### src/include/ldc_pkg.sv
package ldc_pkg;
    // ------------------------------------------------------------
    // register indexes
    // ------------------------------------------------------------
    localparam logic [7:0] LDC_IDX_ACT = 8'h30;
    localparam logic [7:0] LDC_IDX_B0H = 8'h60;
    localparam logic [7:0] LDC_IDX_B0L = 8'h61;
    localparam logic [7:0] LDC_IDX_B1H = 8'h62;
    localparam logic [7:0] LDC_IDX_B1L = 8'h63;
    localparam logic [7:0] LDC_IDX_IRQ = 8'h70;
    localparam logic [7:0] LDC_IDX_TYP = 8'h71;
    localparam logic [7:0] LDC_IDX_GATE_LO = 8'h60;
    localparam logic [7:0] LDC_IDX_GATE_HI = 8'hFE;
    // ------------------------------------------------------------
    // field layouts
    // ------------------------------------------------------------
    localparam logic [7:0] LDC_ACT_MASK = 8'h01;
    localparam logic [7:0] LDC_IRQ_MASK = 8'h1F;
    localparam logic [7:0] LDC_TYP_MASK = 8'h03;
    localparam int LDC_WAKE_BIT = 4;
    localparam int LDC_POL_BIT = 1;
    localparam int LDC_TRIG_BIT = 0;
    localparam logic [3:0] LDC_IRQ_NONE = 4'h0;
    localparam logic [3:0] LDC_IRQ_BAD = 4'hD;
    localparam logic [7:0] LDC_ZERO = 8'h00;
    // ------------------------------------------------------------
    // per-function image
    // ------------------------------------------------------------
    typedef struct packed {
        logic [7:0] act;
        logic [7:0] b0h;
        logic [7:0] b0l;
        logic [7:0] b1h;
        logic [7:0] b1l;
        logic [7:0] irq;
        logic [7:0] typ;
    } ldc_regs_t;
    localparam ldc_regs_t LDC_RESET = '0;
    // which registers a function implements as writable
    typedef struct packed {
        logic b0h;
        logic b0l;
        logic b1h;
        logic b1l;
        logic irq;
        logic typ;
    } ldc_use_t;
endpackage : ldc_pkg

### src/core/ldc_func.sv
`timescale 1ns/1ps
module ldc_func
    import ldc_pkg::*;
#(
    parameter ldc_use_t USED = '1,
    parameter logic [7:0] B0L_WMASK = 8'hFF
) (
    input wire logic clk,
    input wire logic resetn,
    input wire logic soft_clear,
    input wire logic wr_en,
    input wire logic [7:0] index,
    input wire logic [7:0] wdata,
    output ldc_regs_t regs
);
    ldc_regs_t next_regs;
    // ------------------------------------------------------------
    // write decode
    // ------------------------------------------------------------
    always_comb begin
        next_regs = regs;
        if (soft_clear) begin
            next_regs = LDC_RESET;
        end else if (wr_en) begin
            unique case (index)
                LDC_IDX_ACT: next_regs.act = wdata & LDC_ACT_MASK;
                LDC_IDX_B0H: if (USED.b0h) next_regs.b0h = wdata;
                LDC_IDX_B0L: if (USED.b0l) next_regs.b0l = wdata & B0L_WMASK;
                LDC_IDX_B1H: if (USED.b1h) next_regs.b1h = wdata;
                LDC_IDX_B1L: if (USED.b1l) next_regs.b1l = wdata;
                LDC_IDX_IRQ: if (USED.irq) next_regs.irq = wdata & LDC_IRQ_MASK;
                LDC_IDX_TYP: if (USED.typ) next_regs.typ = wdata & LDC_TYP_MASK;
                default: next_regs = regs;
            endcase
        end
    end
    always_ff @(posedge clk) begin
        if (!resetn) begin
            regs <= LDC_RESET;
        end else begin
            regs <= next_regs;
        end
    end
endmodule : ldc_func

### src/core/ldc_config_bank.sv
`timescale 1ns/1ps
// Overview of operation
// - activation bit resets zero; while zero indexes 60h-FEh are inaccessible.
// - global enable low disables all functions except wake unit and flash interface.
// - registers a function does not use are read-only; writes ignored.
// - base address is high byte 15:8 and low byte 7:0, 60h/61h, 62h/63h.
// - wake enable bit 4 forwards interrupt requests to the wake unit.
// - bits 3:0 pick interrupt line; zero none, 1-12 and 14-15 valid.
// - polarity bit one inverts the request before serialized interrupt output.
// - trigger mode bit is scratch, reads back, no effect on signalling.
module ldc_config_bank
    import ldc_pkg::*;
#(
    parameter int NFUNC = 2,
    parameter logic [NFUNC*8-1:0] FUNC_NUMBER = {8'h05, 8'h04},
    parameter logic [NFUNC-1:0] ALWAYS_ON = 2'b01,
    parameter ldc_use_t [NFUNC-1:0] FUNC_USED = {6'b000011, 6'b110011},
    parameter logic [NFUNC*8-1:0] FUNC_B0L_WMASK = {8'hFF, 8'hE0}
) (
    input wire logic clk,
    input wire logic resetn,
    input wire logic soft_reset,
    input wire logic [7:0] function_select,
    input wire logic global_function_enable,
    input wire logic cfg_wr,
    input wire logic cfg_rd,
    input wire logic [7:0] cfg_index,
    input wire logic [7:0] cfg_wdata,
    output logic [7:0] cfg_rdata,
    output logic cfg_hit,
    input wire logic [NFUNC-1:0] func_irq_req,
    output logic [NFUNC-1:0] func_active,
    output logic [NFUNC*16-1:0] io_base_address0,
    output logic [NFUNC*16-1:0] io_base_address1,
    output logic [NFUNC*4-1:0] interrupt_line_number,
    output logic [NFUNC-1:0] serirq_req,
    output logic [NFUNC-1:0] wake_event,
    output logic [NFUNC-1:0] trigger_mode_scratch
);
    // ------------------------------------------------------------
    // helpers
    // ------------------------------------------------------------
    function automatic logic idx_gated(input logic [7:0] idx);
        idx_gated = (idx >= LDC_IDX_GATE_LO) && (idx <= LDC_IDX_GATE_HI);
    endfunction : idx_gated

    function automatic logic [7:0] pick(input ldc_regs_t r, input logic [7:0] idx);
        unique case (idx)
            LDC_IDX_ACT: pick = r.act;
            LDC_IDX_B0H: pick = r.b0h;
            LDC_IDX_B0L: pick = r.b0l;
            LDC_IDX_B1H: pick = r.b1h;
            LDC_IDX_B1L: pick = r.b1l;
            LDC_IDX_IRQ: pick = r.irq;
            LDC_IDX_TYP: pick = r.typ;
            default: pick = LDC_ZERO;
        endcase
    endfunction : pick

    // ------------------------------------------------------------
    // state
    // ------------------------------------------------------------
    typedef struct packed {
        logic [7:0] rdata;
        logic hit;
        logic [NFUNC-1:0] active;
        logic [NFUNC*16-1:0] base0;
        logic [NFUNC*16-1:0] base1;
        logic [NFUNC*4-1:0] line;
        logic [NFUNC-1:0] req;
        logic [NFUNC-1:0] wake;
        logic [NFUNC-1:0] trig;
    } ldc_state_t;

    ldc_state_t st;
    ldc_state_t next_st;
    ldc_regs_t [NFUNC-1:0] regs;
    logic [NFUNC-1:0] sel;
    logic [NFUNC-1:0] enabled;

    // ------------------------------------------------------------
    // per-function copies
    // ------------------------------------------------------------
    genvar g;
    generate
        for (g = 0; g < NFUNC; g++) begin : gen_func
            assign sel[g] = (function_select == FUNC_NUMBER[g*8 +: 8]);
            assign enabled[g] = regs[g].act[0] && (global_function_enable || ALWAYS_ON[g]);
            ldc_func #(
                .USED(FUNC_USED[g]),
                .B0L_WMASK(FUNC_B0L_WMASK[g*8 +: 8])
            ) u_func (
                .clk(clk),
                .resetn(resetn),
                .soft_clear(soft_reset),
                .wr_en(cfg_wr && sel[g] && (!idx_gated(cfg_index) || enabled[g])),
                .index(cfg_index),
                .wdata(cfg_wdata),
                .regs(regs[g])
            );
        end
    endgenerate

    // ------------------------------------------------------------
    // read path and derived outputs
    // ------------------------------------------------------------
    always_comb begin
        next_st = st;
        next_st.hit = 1'b0;
        if (cfg_rd) begin
            next_st.rdata = LDC_ZERO;
        end
        for (int i = 0; i < NFUNC; i++) begin
            if (cfg_rd && sel[i] && (!idx_gated(cfg_index) || enabled[i])) begin
                next_st.rdata = pick(regs[i], cfg_index);
                next_st.hit = 1'b1;
            end
            next_st.active[i] = enabled[i];
            next_st.base0[i*16 +: 16] = {regs[i].b0h, regs[i].b0l};
            next_st.base1[i*16 +: 16] = {regs[i].b1h, regs[i].b1l};
            // a bad line number is routed nowhere rather than to a random line
            if (regs[i].irq[3:0] == LDC_IRQ_BAD) begin
                next_st.line[i*4 +: 4] = LDC_IRQ_NONE;
            end else begin
                next_st.line[i*4 +: 4] = regs[i].irq[3:0];
            end
            next_st.req[i] = enabled[i] && (func_irq_req[i] ^ regs[i].typ[LDC_POL_BIT]);
            next_st.wake[i] = func_irq_req[i] && regs[i].irq[LDC_WAKE_BIT];
            next_st.trig[i] = regs[i].typ[LDC_TRIG_BIT];
        end
    end

    always_ff @(posedge clk) begin
        if (!resetn) begin
            st <= '0;
        end else begin
            st <= next_st;
        end
    end

    assign cfg_rdata = st.rdata;
    assign cfg_hit = st.hit;
    assign func_active = st.active;
    assign io_base_address0 = st.base0;
    assign io_base_address1 = st.base1;
    assign interrupt_line_number = st.line;
    assign serirq_req = st.req;
    assign wake_event = st.wake;
    assign trigger_mode_scratch = st.trig;
endmodule : ldc_config_bank

### config.mk
export PLATFORM = sky130hd
export DESIGN_NAME = ldc_config_bank
export DESIGN_NICKNAME = d
export VERILOG_FILES = /design/src/include/ldc_pkg.sv /design/src/core/ldc_func.sv /design/src/core/ldc_config_bank.sv
export SDC_FILE = /design/constraint.sdc
export NUM_CORES = 1
export LEC_CHECK = 0
export ABC_CLOCK_PERIOD_IN_PS = 1670
export BUFFER_PORTS_ARGS = -buffer_cell sky130_fd_sc_hd__buf_2
export CORE_ASPECT_RATIO = 0.5
export CORE_MARGIN = 8
export CORE_UTILIZATION = 40
export DETAILED_ROUTE_END_ITERATION = 12
export PLACE_DENSITY = 0.69
export SETUP_SLACK_MARGIN = 0.02
export SLEW_MARGIN = 5
export SYNTH_ARGS = -nofsm -noshare
export SYNTH_HDL_FRONTEND = slang
export SYNTH_SLANG_ARGS = --single-unit
export TNS_END_PERCENT = 10
### constraint.sdc
create_clock -name clk -period 1.67 [get_ports clk]
set_input_delay 0.167 -clock clk [delete_from_list [all_inputs] [get_ports clk]]
set_output_delay 0.167 -clock clk [all_outputs]
set_load 0.01 [all_outputs]
# [Word-level counts from Yosys, hierarchy flattened]
# Index checks and enable logic that the tools add are counted.
[classes] order_cmp=2 n_bitwise=3 addsub=0 n_reduce_logical=29 multipliers=0 muxes=5 n_shift=0 div_mod_pow=0 n_eq_ne=9
[op_table] operator="8-bit one-hot mux with 5 select lines" n=1
[op_table] operator="8-bit by 7-bit equality test with 1-bit output, second input constant" n=4
[op_table] operator="9-bit 2-to-1 mux" n=2
[op_table] operator="8-bit by 3-bit equality test with 1-bit output, second input constant" n=2
[op_table] operator="2-bit AND reduction" n=8
[op_table] operator="5-bit one-hot mux with 3 select lines" n=1
[op_table] operator="1-bit logical AND" n=14
[op_table] operator="4-bit equality test, second input constant" n=2
[op_table] operator="8-bit by 6-bit equality test with 1-bit output, second input constant" n=1
[op_table] operator="8-bit by 7-bit >= comparator with 1-bit output, second input constant" n=1
[op_table] operator="8-bit <= comparator, second input constant" n=1
[op_table] operator="8-bit 2-to-1 mux" n=1
[op_table] operator="2-bit OR reduction" n=3
[op_table] operator="3-bit nonzero test" n=1
[op_table] operator="1-bit logical OR" n=2
[op_table] operator="1-bit bitwise XOR" n=2
[op_table] operator="1-bit zero test" n=1
[op_table] operator="1-bit NOT" n=1
[word_totals] memories=0 ff_bits=63 rom_bits=0 output_inout_bits=89 mem_bits_rw=0 latchBits=0

# [Longest topological paths before layout]
[depth] depth_word=7 mapped_depth=8

# [Hierarchy]
# From an unflattened synthesis, not the netlist that was laid out.
[hier_totals] hier_cells=551 hier_area_um2=5485.3
[by_module_without_submodules] module="ldc_config_bank" cells_each=347 instances=1 area_per_inst_um2=3649.8
[by_module_without_submodules] module="ldc_func (gen_func[0].u_func)" cells_each=118 instances=1 area_per_inst_um2=1103.6
[by_module_without_submodules] module="ldc_func (gen_func[1].u_func)" cells_each=86 instances=1 area_per_inst_um2=732.0

# [Worst setup path before layout]
# Ideal clock, no wire load.
[synth_path] path_type="input to register" startpoint="in cfg_index[6]" endpoint="reg gen_func[0].u_func.regs[40] (netlist name)" required_ns=1.542 slack_ns=-0.010 n_path_buf=2 stages=7 arrival_ns=1.552 setup_ns=0.128 path_cell_list="buf_4 -> nand4_2 -> o211a_4 -> or4_1 -> buf_4 -> mux2i_1 -> nor2_1"
[synth_via] elab_chain_cells=6
[synth_lines] item="start: declaration" line_no="ldc_config_bank.sv:27" rtl="input wire logic [7:0] cfg_index,"
[synth_lines] item="8-bit by 7-bit >= comparator with 1-bit output or 8-bit <= comparator (tied branches)" line_no="ldc_config_bank.sv:44" rtl="idx_gated = (idx >= LDC_IDX_GATE_LO) && (idx <= LDC_IDX_GATE_HI);"
[synth_lines] item="1-bit logical AND" line_no="ldc_config_bank.sv:44"
[synth_lines] item="1-bit zero test" line_no="ldc_config_bank.sv:96" rtl=".wr_en(cfg_wr && sel[g] && (!idx_gated(cfg_index) || enabled[g])),"
[synth_lines] item="1-bit logical OR" line_no="ldc_config_bank.sv:96"
[synth_lines] item="1-bit logical AND" line_no="ldc_config_bank.sv:96"
[synth_lines] item="2-bit AND reduction (no line) *"
# Every way passes the cells marked *; elsewhere a longest branch is shown, timed or not.
# A chain may end at the register's enable or synchronous reset.

# [Final worst setup path]
[layout_path] startpoint="in cfg_index[1]" endpoint="reg gen_func[0].u_func.regs[40] (netlist name)"
[layout_via] elab_chain_cells=6
[layout_lines] item="8-bit by 7-bit >= comparator with 1-bit output or 8-bit <= comparator (tied branches)" line_no="ldc_config_bank.sv:44"
[layout_lines] item="1-bit logical AND" line_no="ldc_config_bank.sv:44"
[layout_lines] item="1-bit zero test" line_no="ldc_config_bank.sv:96"
[layout_lines] item="1-bit logical OR" line_no="ldc_config_bank.sv:96"
[layout_lines] item="1-bit logical AND" line_no="ldc_config_bank.sv:96"
[layout_lines] item="2-bit AND reduction (no line) *"
# Marked as above.

==> impl_results.md <==
- GPL Wtd Cong: 0.865
- Synth area leader: dfxtp_1
- Setup WS post-layout: 107 ps
- PD cells: 970 nW/um^2
- Share of cells above drive strength 1: 29.8%
- Synth Instances: 312
- RR Endpoint: gen_func[0].u_func.regs[40]
- Ys Warns: 0
- First-pass GRT wire length: 11500 um
- Synth Register Bits: 63
- Leak pwr: 1.76 nW
- Clock Pin Slew Worst Setup and Hold Paths: 50 ps
- Chip Width: 137 um
- Min Tclk post-route: 1560 ps
- Grt total ovfl: 0
- Drt pass-1 iters: 4
- Wire per inst: 14.2 um
- Final Skew: 5.98 ps
- Maxcap violations: 0
- FP Rows: 22
- CP arrival: 1760 ps
- ANT nets after route: 0
- Status: completed
- Die area: 10500 um^2
- Die height: 76.7 um
- Largest net degree at the start of global routing: 28
- Worst slack, placed: -253 ps
- R2R cell count: 6
- Final Setup Violations: 0
- Critical path launch point type: input port
- Vias in the first global route: 2408
- Initial antenna violation count: 0
- Number of DRC markers in iteration 0: 129
- Crit path kind: in -> reg
- Hold path depth: 3
- Critical-path cell list: buf_2, nor4_1, buf_4, nand2_1, or4_4, buf_4, mux2i_1, nor2_1
- Library cells used by synthesis: 43
- Clock Path Buffers: 2
- Placed cell area: 3380 um^2
- Hold crit path type: in -> reg
- Unrepaired setup endpoints after global routing: false
- Filler cells: 710
- Total Power: 3.58 mW
- VDD IR max: 380 uV
- Layout area overhead: 25.4%
- Synth top area share: 42.8%
- Flop2flop setup slack: 110 ps
- Post-route cell area: 3690 um^2
- Final hold viol count: 0
- Clk root buf: clkbuf_16
- Hold Crit Start: cfg_wdata[7]
- Max Slew Vio Count: 0
- Mean Syn Cell Area: 9.44 um^2
- Worst Path Required: 1870 ps
- H-Tree Depth: 3
- Clock Sinks: 63
- Vias/cell: 4.58
- Critical Path Most Common Cell: buf_4
- Via count: 2315
- WL final: 7200 um
- Ranking of synthesized cells by area: dfxtp_1, buf_4, mux2i_1
- Critical-path maximum fanout: 4
- Final #Nets: 438
- CTS tree: yes
- Gr usage total: 13.8%
- Sequential share of the synthesized area: 42.8%
- Drc violations: 0
- Initial Util: 40.7%
- Clk_lat worst skew: 320 ps
- CTS buffer count: 9
- Num ports: 121
- Hold EP: gen_func[0].u_func.regs[47]
- Core Region: 7240 um^2
- Post-DP HPWL: 5610 um
- N_diodes: 0
- Setup TNS: 0 ps
- R2R Path Start: gen_func[0].u_func.regs[48]
- CP max stage cell: or4_4
- Critical path capture point type: flip-flop
- Fmax: 640 MHz
- Crit path largest cell delay: 540 ps
- IO Port Bufs: 67
- Cell Area, Synth: 2950 um^2
- Fin crit share: 93.6%
==> flip-flops by register name, indices dropped and copies added (netlist names) <==
| register | flops |
|---|---|
| interrupt_line_number | 8 |
| cfg_rdata | 8 |
| cfg_hit | 1 |
| func_active | 2 |
| trigger_mode_scratch | 2 |
| gen_func.u_func.regs | 27 |
| io_base_address0 | 11 |
| wake_event | 2 |
| serirq_req | 2 |
==> report_power, final <==
part / internal (mW) / total, mW / switching, mW / leakage [nW]
sequential: 1.51 / 1.51 / 0.00000602 / 0.508
combinational: 0.0765 / 0.239 / 0.163 / 1.10
clock: 1.22 / 1.84 / 0.617 / 0.145
==> cell usage in the layout (no fill, tap or decap), drive strengths merged, types with 7 or more instances in the layout <==
cell type / n
a22oi: 8
and2: 19
buf: 96
clkbuf: 12
conb: 53
dfxtp: 63
mux2i: 32
nand2: 14
nand4: 7
nor2: 32
o21ai: 9
==> layer usage <==
layer	track usage, %	vias to the layer above	routed length, um
li1	-	1154	-
met1	17.6	1051	3410
met2	21.0	99	3140
met3	4.36	11	535
met4	5.60	0	110
met5	0	-	0
==> critical path: cells and delay by family <==
family,cells,cell delay [ps]
mux,1,150
buf+inv,3,470
simple gates,4,970
==> worst max-delay path by stage <==
stage / depth (start not counted) / end / start / slack [ps]
final: 8 / gen_func[0].u_func.regs[40] / cfg_index[1] / 110
after global placement: 8 / gen_func[0].u_func.regs[45] / cfg_index[1] / -220
after floorplan: 7 / gen_func[0].u_func.regs[40] / cfg_index[6] / 7
after CTS: 6 / gen_func[0].u_func.regs[40] / gen_func[0].u_func.regs[48] / 40
after global routing: 8 / gen_func[0].u_func.regs[40] / cfg_index[1] / 30
after detailed placement: 8 / gen_func[0].u_func.regs[40] / cfg_index[1] / -250
==> what timing repair did <==
action                     in CTS  in global routing
setup buffers                   0                  0
resized for setup               0                  4
setup endpoints to repair       0                 13
hold buffers                    0                  0
==> area by class of cell <==
cell class              count  area (um^2)  area share [%]
well taps                  96          120            3.25
clock inverters             3         42.5            1.15
repair buffers             96          553            15.0
clock buffers              12          256            6.94
inverters                   5         18.8           0.508
flip-flops and latches     63         1260            34.2
multi-input cells         231         1440            39.0
==> Yosys cell counts (all sizes together) <==
cell type and instances:
dfxtp 63, buf 58, mux2i 32, nor2 32
and2 19, nand2 14, o21ai 9, a22oi 8
clkbuf 7, nand4 7, nor2b 6, nor4 6
a21oi 5, and3 5, inv 5, nand3 4
nor4b 3, a31oi 2, a32oi 2, and4b 2
nand2b 2, nand3b 2, nor3 2, nor3b 2
or4 2, xor2 2, a21boi 1, a21o 1
a22o 1, and4bb 1, conb 1, mux2 1
nand4b 1, o211a 1, o211ai 1, o21a 1
o2bb2ai 1
==> logic make-up after synthesis <==
logic type	synth area share, %
AND/OR/NAND/NOR	21.6
buffers and inverters	16.0
flip-flops	42.8
AO/OA/AOI/OAI	7.64
multiplexers	11.3
XOR/XNOR	0.595
other	0.127
==> stage by stage <==
step                      std cells  hold WS (ps)  utilization, %
after floorplan                 364           311               -
after global placement          491           414            46.7
after detailed placement        491           426            46.7
after CTS                       506          86.9            50.8
after global routing            506          99.9            51.0
final                           506           100            51.0
(Power assumes the default switching activity.)
